$ cat config.mk
export PLATFORM = sky130hd
export DESIGN_NAME = rcs_ctrl
export DESIGN_NICKNAME = d
export VERILOG_FILES = /design/src/logic/rcs_sync.v /design/src/logic/rcs_sbe_window.v /design/src/logic/rcs_ctrl.v
export VERILOG_INCLUDE_DIRS = /design/src /design/src/logic
export SDC_FILE = /design/constraint.sdc
export NUM_CORES = 1
export LEC_CHECK = 0
export BUFFER_PORTS_ARGS = -buffer_cell sky130_fd_sc_hd__buf_2
export CAP_MARGIN = 20
export CORE_MARGIN = 4
export CORE_UTILIZATION = 53
export CTS_BUF_LIST = sky130_fd_sc_hd__clkbuf_16
export CTS_CLUSTER_SIZE = 10
export DETAILED_ROUTE_END_ITERATION = 6
export PLACE_DENSITY = 0.88
export SLEW_MARGIN = 20
export SYNTH_ARGS = -nofsm -noshare
export SYNTH_HDL_FRONTEND = slang
export SYNTH_SLANG_ARGS = --single-unit
$ cat constraint.sdc
create_clock -name ref_clk -period 2.2 [get_ports ref_clk]
set_input_delay 0.44 -clock ref_clk [delete_from_list [all_inputs] [get_ports ref_clk]]
set_output_delay 0.44 -clock ref_clk [all_outputs]
set_load 0.02 [all_outputs]
$ cat src/logic/rcs_defs.vh
// Constants for the redundant CPU state controller.
// Included by every design file of the block; definitions only.
`ifndef RCS_DEFS_VH
`define RCS_DEFS_VH

// Encoded operating state (state_code output)
`define RCS_ST_STOP 4'h0
`define RCS_ST_STARTUP 4'h1
`define RCS_ST_RUN 4'h2
`define RCS_ST_ALIGN 4'h3
`define RCS_ST_UPDATE 4'h4
`define RCS_ST_HALT 4'h5
`define RCS_ST_ISOLATE 4'h6
`define RCS_ST_FAILED 4'h7
`define RCS_STATE_W 4

// Startup type select
`define RCS_START_WARM 1'b0
`define RCS_START_COLD 1'b1

// Single-bit error window: 6 months in days, at 100 MHz
`define RCS_SBE_WINDOW_DAYS 182
`define RCS_CLK_HZ 100000000
`define RCS_SBE_WINDOW_CYC (64'd182 * 64'd86400 * 64'd100000000)
`define RCS_SBE_LIMIT 2'h2

// Cycles after reaching run that still count as startup
`define RCS_EARLY_RUN_CYC 16'h0010

`endif

$ cat src/logic/rcs_sync.v
// Two-flop synchroniser for a bundle of level inputs.
// Assumes inputs come from pins outside the ref_clk domain.
`timescale 1ns/1ps
`include "rcs_defs.vh"

module rcs_sync #(
    parameter WIDTH = 8
)
(
    // Clock and reset
    input wire ref_clk,
    input wire rst,
    // Data
    input wire [WIDTH-1:0] din,
    output reg [WIDTH-1:0] dout
);

reg [WIDTH-1:0] meta;

// First stage feeds only the second stage
always @(posedge ref_clk)
begin
    if (rst)
    begin
        meta <= {WIDTH{1'b0}};
        dout <= {WIDTH{1'b0}};
    end
    else
    begin
        meta <= din;
        dout <= meta;
    end
end

endmodule

$ cat src/logic/rcs_sbe_window.v
// Counts single-bit errors inside a sliding-free fixed window.
// Assumes err_pulse is a one-cycle pulse on ref_clk.
`timescale 1ns/1ps
`include "rcs_defs.vh"

module rcs_sbe_window #(
    parameter [63:0] WINDOW_CYC = `RCS_SBE_WINDOW_CYC
)
(
    // Clock and reset
    input wire ref_clk,
    input wire rst,
    // Events
    input wire enable,
    input wire err_pulse,
    output reg limit_hit
);

reg [63:0] age;
reg [1:0] count;

// Window opens on the first error and closes after WINDOW_CYC cycles
always @(posedge ref_clk)
begin
    if (rst || !enable)
    begin
        age <= 64'h0;
        count <= 2'h0;
        limit_hit <= 1'b0;
    end
    else
    begin
        limit_hit <= 1'b0;
        if (count != 2'h0 && age >= WINDOW_CYC - 64'h1)
        begin
            // Window expired; a new error restarts it
            age <= 64'h0;
            count <= err_pulse ? 2'h1 : 2'h0;
        end
        else
        begin
            if (count != 2'h0)
                age <= age + 64'h1;
            if (err_pulse)
            begin
                if (count == `RCS_SBE_LIMIT - 2'h1)
                    limit_hit <= 1'b1;
                if (count != 2'h3)
                    count <= count + 2'h1;
            end
        end
    end
end

endmodule

$ cat src/logic/rcs_ctrl.v
// Contract
// RULE1: Power-up leaves both CPUs stopped until startup request
// RULE2: Startup request enters startup, runs matching handler
// RULE3: Successful startup makes master run solo
// RULE4: Refuse alignment while monitor or watch active
// RULE5: Standby request aligns; master copies differing program
// RULE6: After alignment master copies all dynamic data
// RULE7: After update both run lockstep, except swap
// RULE8: Redundancy needs equal hardware and firmware versions
// RULE9: Stay stopped without a loaded configuration
// RULE10: Memory clear affects only this CPU
// RULE11: Master runs startup, sets switched and own I/O
// RULE12: Standby startup runs no handler, own I/O only
// RULE13: Master drops early in startup, standby takes over
// RULE14: Master stays run while reserve aligns or updates
// RULE15: Reject breakpoint halts while redundant
// RULE16: CPU or link loss ends redundancy; mismatch isolates
// RULE17: Halt only from startup or solo run; blocks alignment
// RULE18: Isolation only from redundant; other becomes master
// RULE19: One-sided trap, checksum, multibit error isolates; code does not isolate if sbe_limit fires in the same cycle
// RULE20: Mismatch isolates standby, option sends it stop
// RULE21: Two single-bit errors in six months call handler
// RULE22: Isolation self-test: failed, or realign and swap
// RULE23: Expose encoded state and master flag
//
// Operating-state controller of one CPU in a redundant pair.
// Assumes pin-level events are synchronised here; pulse inputs come from ref_clk logic.
`timescale 1ns/1ps
`include "rcs_defs.vh"

module rcs_ctrl #(
    parameter [63:0] SBE_WINDOW_CYC = `RCS_SBE_WINDOW_CYC
)
(
    // Clock and reset
    input wire ref_clk,
    input wire rst,
    // Operator requests (one-cycle pulses, ref_clk domain; start_type is a level)
    input wire start_req,
    input wire stop_req,
    input wire halt_req,
    input wire resume_req,
    input wire breakpoint_req,
    input wire mem_clear_req,
    input wire start_type,
    // Configuration
    input wire config_loaded,
    input wire mismatch_to_stop,
    input wire monitor_open,
    input wire watch_active,
    input wire [7:0] hw_version,
    input wire [7:0] fw_version,
    // Partner link (pins, asynchronous levels)
    input wire link_ok,
    input wire partner_alive,
    input wire partner_is_master,
    input wire partner_run,
    input wire partner_align_req,
    input wire [7:0] partner_hw_version,
    input wire [7:0] partner_fw_version,
    // Work-step results (ref_clk domain; one-cycle pulses, except levels program_differs and selftest_fault)
    input wire startup_done,
    input wire program_differs,
    input wire align_done,
    input wire update_done,
    input wire selftest_done,
    input wire selftest_fault,
    // Error events (one-cycle pulses, ref_clk domain)
    input wire prog_error_trap,
    input wire checksum_error,
    input wire multibit_error,
    input wire single_bit_error,
    input wire memory_image_mismatch,
    // Status and actions
    output reg [3:0] state_code,
    output reg is_master,
    output reg restart_handler,
    output reg cold_restart_handler,
    output reg param_switched_io,
    output reg param_own_io,
    output reg program_copy,
    output reg data_copy,
    output reg align_request,
    output reg selftest_run,
    output reg cpu_hardware_fault_handler,
    output reg breakpoint_reject,
    output reg align_refused,
    output reg mem_clear,
    output reg diag_msg,
    output reg lockstep
);

// One-hot states
localparam S_STOP = 8'h01;
localparam S_STARTUP = 8'h02;
localparam S_RUN = 8'h04;
localparam S_ALIGN = 8'h08;
localparam S_UPDATE = 8'h10;
localparam S_HALT = 8'h20;
localparam S_ISOLATE = 8'h40;
localparam S_FAILED = 8'h80;

reg [7:0] state;
reg [7:0] next_state;
reg next_master;
reg redundant;
reg next_redundant;
reg swap_pending;
reg next_swap_pending;
reg [15:0] run_age;
reg was_halt;
wire sbe_limit;

// Synchronised link pins
wire [3:0] link_sync;
wire [31:0] ver_sync;
wire s_link_ok = link_sync[0];
wire s_partner_alive = link_sync[1];
wire s_partner_master = link_sync[2];
wire s_partner_run = link_sync[3];

rcs_sync #(.WIDTH(4)) u_sync_link (
    .ref_clk(ref_clk),
    .rst(rst),
    .din({partner_run, partner_is_master, partner_alive, link_ok}),
    .dout(link_sync)
);

// Versions and alignment request also cross from the partner
rcs_sync #(.WIDTH(32)) u_sync_ver (
    .ref_clk(ref_clk),
    .rst(rst),
    .din({partner_hw_version, partner_fw_version, hw_version, fw_version}),
    .dout(ver_sync)
);

wire [0:0] areq_sync;
rcs_sync #(.WIDTH(1)) u_sync_areq (
    .ref_clk(ref_clk),
    .rst(rst),
    .din(partner_align_req),
    .dout(areq_sync)
);

// Versions must match exactly before redundancy
wire versions_match = (ver_sync[31:24] == ver_sync[15:8]) &&
    (ver_sync[23:16] == ver_sync[7:0]); // RULE8
wire link_lost = !s_link_ok || !s_partner_alive;
// Halted master keeps the reserve in stop; a master still in startup also holds it off
wire partner_held = s_partner_master && !s_partner_run; // RULE17
wire one_sided_err = prog_error_trap | checksum_error | multibit_error;
// Monitor or watch table blocks alignment
wire align_blocked = monitor_open | watch_active; // RULE4

// Single-bit error counter runs only while redundant
rcs_sbe_window #(.WINDOW_CYC(SBE_WINDOW_CYC)) u_sbe (
    .ref_clk(ref_clk),
    .rst(rst),
    .enable(redundant),
    .err_pulse(single_bit_error),
    .limit_hit(sbe_limit)
);

// Encoded state for the status output
function [3:0] enc_state;
    input [7:0] st;
    begin
        case (st)
            S_STARTUP: enc_state = `RCS_ST_STARTUP;
            S_RUN: enc_state = `RCS_ST_RUN;
            S_ALIGN: enc_state = `RCS_ST_ALIGN;
            S_UPDATE: enc_state = `RCS_ST_UPDATE;
            S_HALT: enc_state = `RCS_ST_HALT;
            S_ISOLATE: enc_state = `RCS_ST_ISOLATE;
            S_FAILED: enc_state = `RCS_ST_FAILED;
            default: enc_state = `RCS_ST_STOP;
        endcase
    end
endfunction

// Next-state logic; error events outrank operator requests
always @*
begin
    next_state = state;
    next_master = is_master;
    next_redundant = redundant;
    next_swap_pending = swap_pending;
    case (state)
        S_STOP:
        begin
            // Only a loaded configuration may leave stop
            if (start_req && config_loaded && !partner_held) // RULE1 RULE9 RULE17
            begin
                next_state = S_STARTUP; // RULE2
                next_master = !(s_partner_master && s_partner_run);
            end
        end
        S_STARTUP:
        begin
            if (stop_req)
                next_state = S_STOP;
            else if (halt_req)
                next_state = S_HALT; // RULE17
            else if (startup_done)
                next_state = is_master ? S_RUN : S_ALIGN; // RULE3
        end
        S_RUN:
        begin
            if (redundant && link_lost)
            begin
                // Partner or link gone: carry on solo as master
                next_redundant = 1'b0; // RULE16
                next_master = 1'b1;
            end
            else if (redundant && memory_image_mismatch && !is_master)
            begin
                next_redundant = 1'b0;
                next_state = mismatch_to_stop ? S_STOP : S_ISOLATE; // RULE20 RULE16
            end
            else if (redundant && memory_image_mismatch)
                next_redundant = 1'b0; // RULE20
            else if (redundant && one_sided_err && !sbe_limit)
            begin
                next_redundant = 1'b0;
                next_master = 1'b0;
                next_state = S_ISOLATE; // RULE19 RULE18
            end
            else if (redundant && !s_partner_run && !link_lost)
            begin
                // Partner went to isolation: become master, solo
                next_redundant = 1'b0; // RULE18
                next_master = 1'b1;
            end
            else if (stop_req)
            begin
                next_state = S_STOP;
                next_redundant = 1'b0;
            end
            else if (halt_req && !redundant)
                next_state = S_HALT; // RULE17
            else if (redundant && swap_pending)
            begin
                // Automatic role swap after recovery
                next_master = !is_master; // RULE22 RULE7
                next_swap_pending = 1'b0;
            end
            else if (!redundant && !is_master && s_partner_master && versions_match)
                next_state = S_ALIGN; // RULE5
            else if (!is_master && !s_partner_run && run_age < `RCS_EARLY_RUN_CYC)
                next_master = 1'b1; // RULE13
        end
        S_ALIGN:
        begin
            if (link_lost || stop_req)
                next_state = S_STOP;
            else if (align_done)
                next_state = S_UPDATE; // RULE6
        end
        S_UPDATE:
        begin
            if (link_lost || stop_req)
                next_state = S_STOP;
            else if (update_done && versions_match)
            begin
                next_state = S_RUN;
                next_redundant = 1'b1; // RULE7 RULE8
            end
        end
        S_HALT:
        begin
            if (stop_req)
                next_state = S_STOP;
            else if (resume_req)
                next_state = S_RUN;
        end
        S_ISOLATE:
        begin
            // Full self-test; pass realigns while the partner runs, else stops; fault is terminal
            if (selftest_done && selftest_fault)
                next_state = S_FAILED; // RULE22
            else if (selftest_done && !link_lost && s_partner_run)
            begin
                next_state = S_ALIGN;
                next_swap_pending = 1'b1; // RULE22
            end
            else if (selftest_done)
                next_state = S_STOP;
        end
        S_FAILED:
            next_state = S_FAILED;
        default:
            next_state = S_STOP;
    endcase
end

// State and role registers
always @(posedge ref_clk)
begin
    if (rst)
    begin
        state <= S_STOP; // RULE1
        is_master <= 1'b0;
        redundant <= 1'b0;
        swap_pending <= 1'b0;
        run_age <= 16'h0000;
        was_halt <= 1'b0;
    end
    else
    begin
        state <= next_state;
        is_master <= next_master;
        redundant <= next_redundant;
        swap_pending <= next_swap_pending;
        was_halt <= (state == S_HALT);
        // Early-run window detects a master dropping right after startup
        if (state != S_RUN)
            run_age <= 16'h0000;
        else if (run_age != 16'hFFFF)
            run_age <= run_age + 16'h0001;
    end
end

// Registered action and status outputs
always @(posedge ref_clk)
begin
    if (rst)
    begin
        state_code <= `RCS_ST_STOP;
        restart_handler <= 1'b0;
        cold_restart_handler <= 1'b0;
        param_switched_io <= 1'b0;
        param_own_io <= 1'b0;
        program_copy <= 1'b0;
        data_copy <= 1'b0;
        align_request <= 1'b0;
        selftest_run <= 1'b0;
        cpu_hardware_fault_handler <= 1'b0;
        breakpoint_reject <= 1'b0;
        align_refused <= 1'b0;
        mem_clear <= 1'b0;
        diag_msg <= 1'b0;
        lockstep <= 1'b0;
    end
    else
    begin
        state_code <= enc_state(next_state); // RULE23
        // Handlers only on a master startup entry
        restart_handler <= (state == S_STOP) && (next_state == S_STARTUP) &&
            next_master && (start_type == `RCS_START_WARM); // RULE2 RULE12
        cold_restart_handler <= (state == S_STOP) && (next_state == S_STARTUP) &&
            next_master && (start_type == `RCS_START_COLD); // RULE2 RULE12
        param_switched_io <= (next_state == S_STARTUP) && next_master; // RULE11
        param_own_io <= (next_state == S_STARTUP); // RULE11 RULE12
        // Master serves partner alignment only from solo run
        program_copy <= is_master && (state == S_RUN) && !redundant &&
            areq_sync[0] && program_differs && !align_blocked; // RULE5 RULE14
        data_copy <= is_master && (state == S_RUN) && !redundant &&
            areq_sync[0] && !program_differs && !align_blocked; // RULE6 RULE14
        align_request <= (next_state == S_ALIGN) || (next_state == S_UPDATE);
        align_refused <= is_master && areq_sync[0] &&
            (align_blocked || state == S_HALT); // RULE4 RULE17
        selftest_run <= (next_state == S_ISOLATE); // RULE22
        cpu_hardware_fault_handler <= sbe_limit; // RULE21
        breakpoint_reject <= breakpoint_req && redundant; // RULE15
        // Clear acts on local memory only, and only while stopped
        mem_clear <= mem_clear_req && (state == S_STOP); // RULE10
        // Reserve held in stop while partner halts
        diag_msg <= (state == S_STOP) && start_req && !is_master &&
            s_partner_master && !s_partner_run; // RULE17
        lockstep <= next_redundant && (next_state == S_RUN) &&
            !next_swap_pending; // RULE7
    end
end

endmodule

==> impl_metrics.json <==
{
  "grt_remaining_overflow": 0,
  "outcome": "completed",
  "ioPinCount": 80,
  "p_total_w": 0.00688,
  "die_w_um": 129,
  "worstMarginPinSlew_ps": 828,
  "worstPathRequired_ps": 2560,
  "r2r_start": "u_sbe.age[21]$_SDFFE_PP0P_",
  "grt_start_max_net_pins": 87,
  "maxCapViolations": 0,
  "worstHoldPathType": "in -> reg",
  "grt_pass1_wl_mm": 28.8,
  "syn_nets": 910,
  "fill_cells": 1063,
  "cp_max_fo": 8,
  "min_period_ps": 2130,
  "io_buffers": 78,
  "worst_clock_skew_ps": 7.28,
  "dp_hpwl_mm": 12.1,
  "synthDistinctLibCells": 65,
  "synth-main-ff-cell": "dfxtp_1",
  "synth_area_um2": 7710,
  "cts_root_buf": "clkbuf_16",
  "reg2reg_slack_ps": 70,
  "via_per_inst": 5.71,
  "coreArea_um2": 14000,
  "whs_path_depth": 2,
  "yosysSeqAreaShare_pct": 48.0,
  "die_y_um": 129,
  "path_clk_slew_ps": 70,
  "clock_latency_ps": 430,
  "drtIter0Drc": 576,
  "avgSynthCellArea_um2": 9.14,
  "cts.path.max_buffers": 2,
  "cts_sinks": 185,
  "synth_cells": 844,
  "endpoint_kind": "register",
  "power.density_nw_per_um2": 740,
  "final_cell_mix": "dfxtp_1 (179), nor2_1 (115), nor2b_1 (84), buf_2 (78), xor2_1 (50)",
  "arrival_ps": 2490,
  "route.vias.total": 6562,
  "mostFrequentLayoutCell": "dfxtp_1",
  "syn_to_final_growth_pct": 20.6,
  "reg2reg_depth": 8,
  "wl_per_cell_um": 15.8,
  "r2r-end": "u_sbe.age[50]$_SDFFE_PP0P_",
  "drc": 0,
  "endpoint": "u_sbe.age[50]$_SDFFE_PP0P_",
  "timing.fmax_ghz": 0.469,
  "startpoint": "u_sbe.age[21]$_SDFFE_PP0P_",
  "cts_tree": "built",
  "synth_edf_count": 0,
  "cts_hold_buf": 0,
  "leakagePower_nw": 3.53,
  "antenna_found_initial": 0,
  "drtAntennaViolNets": 0,
  "startpoint_type": "register",
  "finalMaxSlewViolations": 0,
  "period_share_pct": 96.9,
  "dieArea_um2": 16500,
  "grt_pass1_vias": 6163,
  "fin_util_pct": 66.2,
  "hold_violations": 0,
  "finalSetupViolations": 0,
  "drive_gt1_share_pct": 21.2,
  "routed_wl_mm": 18.1,
  "firstDrtPassIters": 5,
  "gp_congestion": 0.994,
  "numCtsBuffers": 17,
  "slew_headroom_pct": 44.8,
  "antenna_cells": 0,
  "grtUsageTotal_pct": 21.4,
  "ys_warn_count": 0,
  "ir_worst_vdd_v": 0.000598,
  "cts_htree_levels": 4,
  "row_count": 43,
  "synth_async_sr_flop_share_pct": 0,
  "critPathKind": "reg -> reg",
  "yosys_register_bits": 185,
  "layout.nets": 1024,
  "start_util_pct": 54.9
}
-- cell usage after synthesis (3+ instances only) --
| library cell | count | area [um2] |
|---|---|---|
| a211oi_1 | 8 | 60.1 |
| a21oi_1 | 21 | 105 |
| a311oi_1 | 4 | 35.0 |
| a31oi_1 | 11 | 68.8 |
| a41oi_1 | 6 | 52.6 |
| and2_1 | 7 | 43.8 |
| and3_1 | 22 | 138 |
| and4_1 | 8 | 70.1 |
| and4b_1 | 3 | 30.0 |
| buf_2 | 5 | 25.0 |
| buf_4 | 5 | 37.5 |
| clkbuf_1 | 20 | 75.1 |
| dfxtp_1 | 185 | 3700 |
| ha_1 | 5 | 62.6 |
| inv_1 | 16 | 60.1 |
| mux2i_1 | 5 | 50.1 |
| nand2_1 | 41 | 154 |
| nand2b_1 | 10 | 62.6 |
| nand3_1 | 33 | 165 |
| nand4_1 | 20 | 125 |
| nor2_1 | 116 | 435 |
| nor2_2 | 5 | 31.3 |
| nor2b_1 | 84 | 526 |
| nor3_1 | 28 | 140 |
| nor4_1 | 22 | 138 |
| nor4_4 | 3 | 63.8 |
| nor4b_1 | 3 | 26.3 |
| o21ai_0 | 14 | 70.1 |
| o22ai_1 | 4 | 25.0 |
| or3_1 | 5 | 31.3 |
| or4_1 | 4 | 30.0 |
| xnor2_1 | 25 | 219 |
| xor2_1 | 50 | 438 |
-- kinds of logic (layout without fill, tap and decap cells) --
kind of cell	after synthesis	after routing	share of synthesized area, %
other	1	1	0.0486
XOR/XNOR	75	75	8.52
buffers and inverters	49	174	3.02
adder cells (fa/ha/maj)	5	5	0.811
multiplexers	5	5	0.649
flip-flops	185	185	48.0
AND/OR/NAND/NOR	434	434	31.1
AO/OA/AOI/OAI	90	90	7.80
-- critical path, cell delays in order (launching register included) --
cell and delay (ps):
dfxtp_2 350, or4_1 520, nor2_2 120, o21ai_1 90, o21ai_2 190, nand4_1 270, buf_4 250, buf_6 140
nor2_1 120
-- timing repair --
item / 4_1_cts / 5_1_grt
endpoints found under the setup margin: 2 / 74
buffers inserted: 0 / 2
resized for setup: 0 / 30
pin swaps: 2 / 9
endpoints found under the hold margin: 0 / 0
gates cloned: 0 / 2
-- area by class of cell --
cell class / instances / area, um2 / share of cell area [%]
Clock buffer: 17 / 425 / 4.57
Clock inverter: 13 / 169 / 1.82
Inverter: 16 / 60.1 / 0.646
Multi-Input combinational cell: 610 / 3890 / 41.9
Sequential cell: 185 / 3710 / 39.9
Tap cell: 180 / 225 / 2.42
Timing Repair Buffer: 128 / 816 / 8.77
-- worst min-delay path by stage --
| stage | slack (ps) | startpoint | to |
|---|---|---|---|
| final | 180 | program_differs | data_copy$_SDFF_PP0_ |
| after detailed placement | 420 | u_sync_ver.meta[31]$_SDFF_PP0_ | u_sync_ver.dout[31]$_SDFF_PP0_ |
| after floorplan | 410 | u_sync_areq.meta$_SDFF_PP0_ | u_sync_areq.dout$_SDFF_PP0_ |
| after CTS | 170 | program_differs | data_copy$_SDFF_PP0_ |
| after global placement | 420 | u_sync_ver.meta[28]$_SDFF_PP0_ | u_sync_ver.dout[28]$_SDFF_PP0_ |
| after global routing | 180 | program_differs | data_copy$_SDFF_PP0_ |
-- flip-flops by register name, indices dropped and copies added (netlist names), 2 cells and up --
register          flops
u_sbe.age            64
u_sync_ver.dout      32
u_sync_ver.meta      32
run_age              16
state                 8
u_sync_link.dout      4
u_sync_link.meta      4
state_code            3
u_sbe.count           2
-- stage by stage --
step                std cells  hold WS, ps  setup TNS, ps  area, um2  setup slack [ps]
finish                   1149          179              0       9300              69.3
global route             1149          176          -1180       9300             -82.7
CTS                      1145          171              0       9120              4.16
detailed placement       1115          422              0       8520              35.4
global placement         1115          417              0       8520              64.1
floorplan                 844          414              0       7710              6.35
-- power breakdown --
part           leakage, nW  internal [W]  switching [W]  total, W
registers             1.51       0.00343      0.0000339   0.00346
clock network        0.287       0.00170        0.00134   0.00304
logic                 1.74      0.000182       0.000202  0.000383
-- layer usage --
layer / global-route usage [%] / part of all wire, %
met1: 25.5 / 41
met2: 35.9 / 49
met3: 5.69 / 7.2
met4: 10.8 / 3.7
met5: 0 / 0
Note: power is estimated with default switching activity, not from simulation.
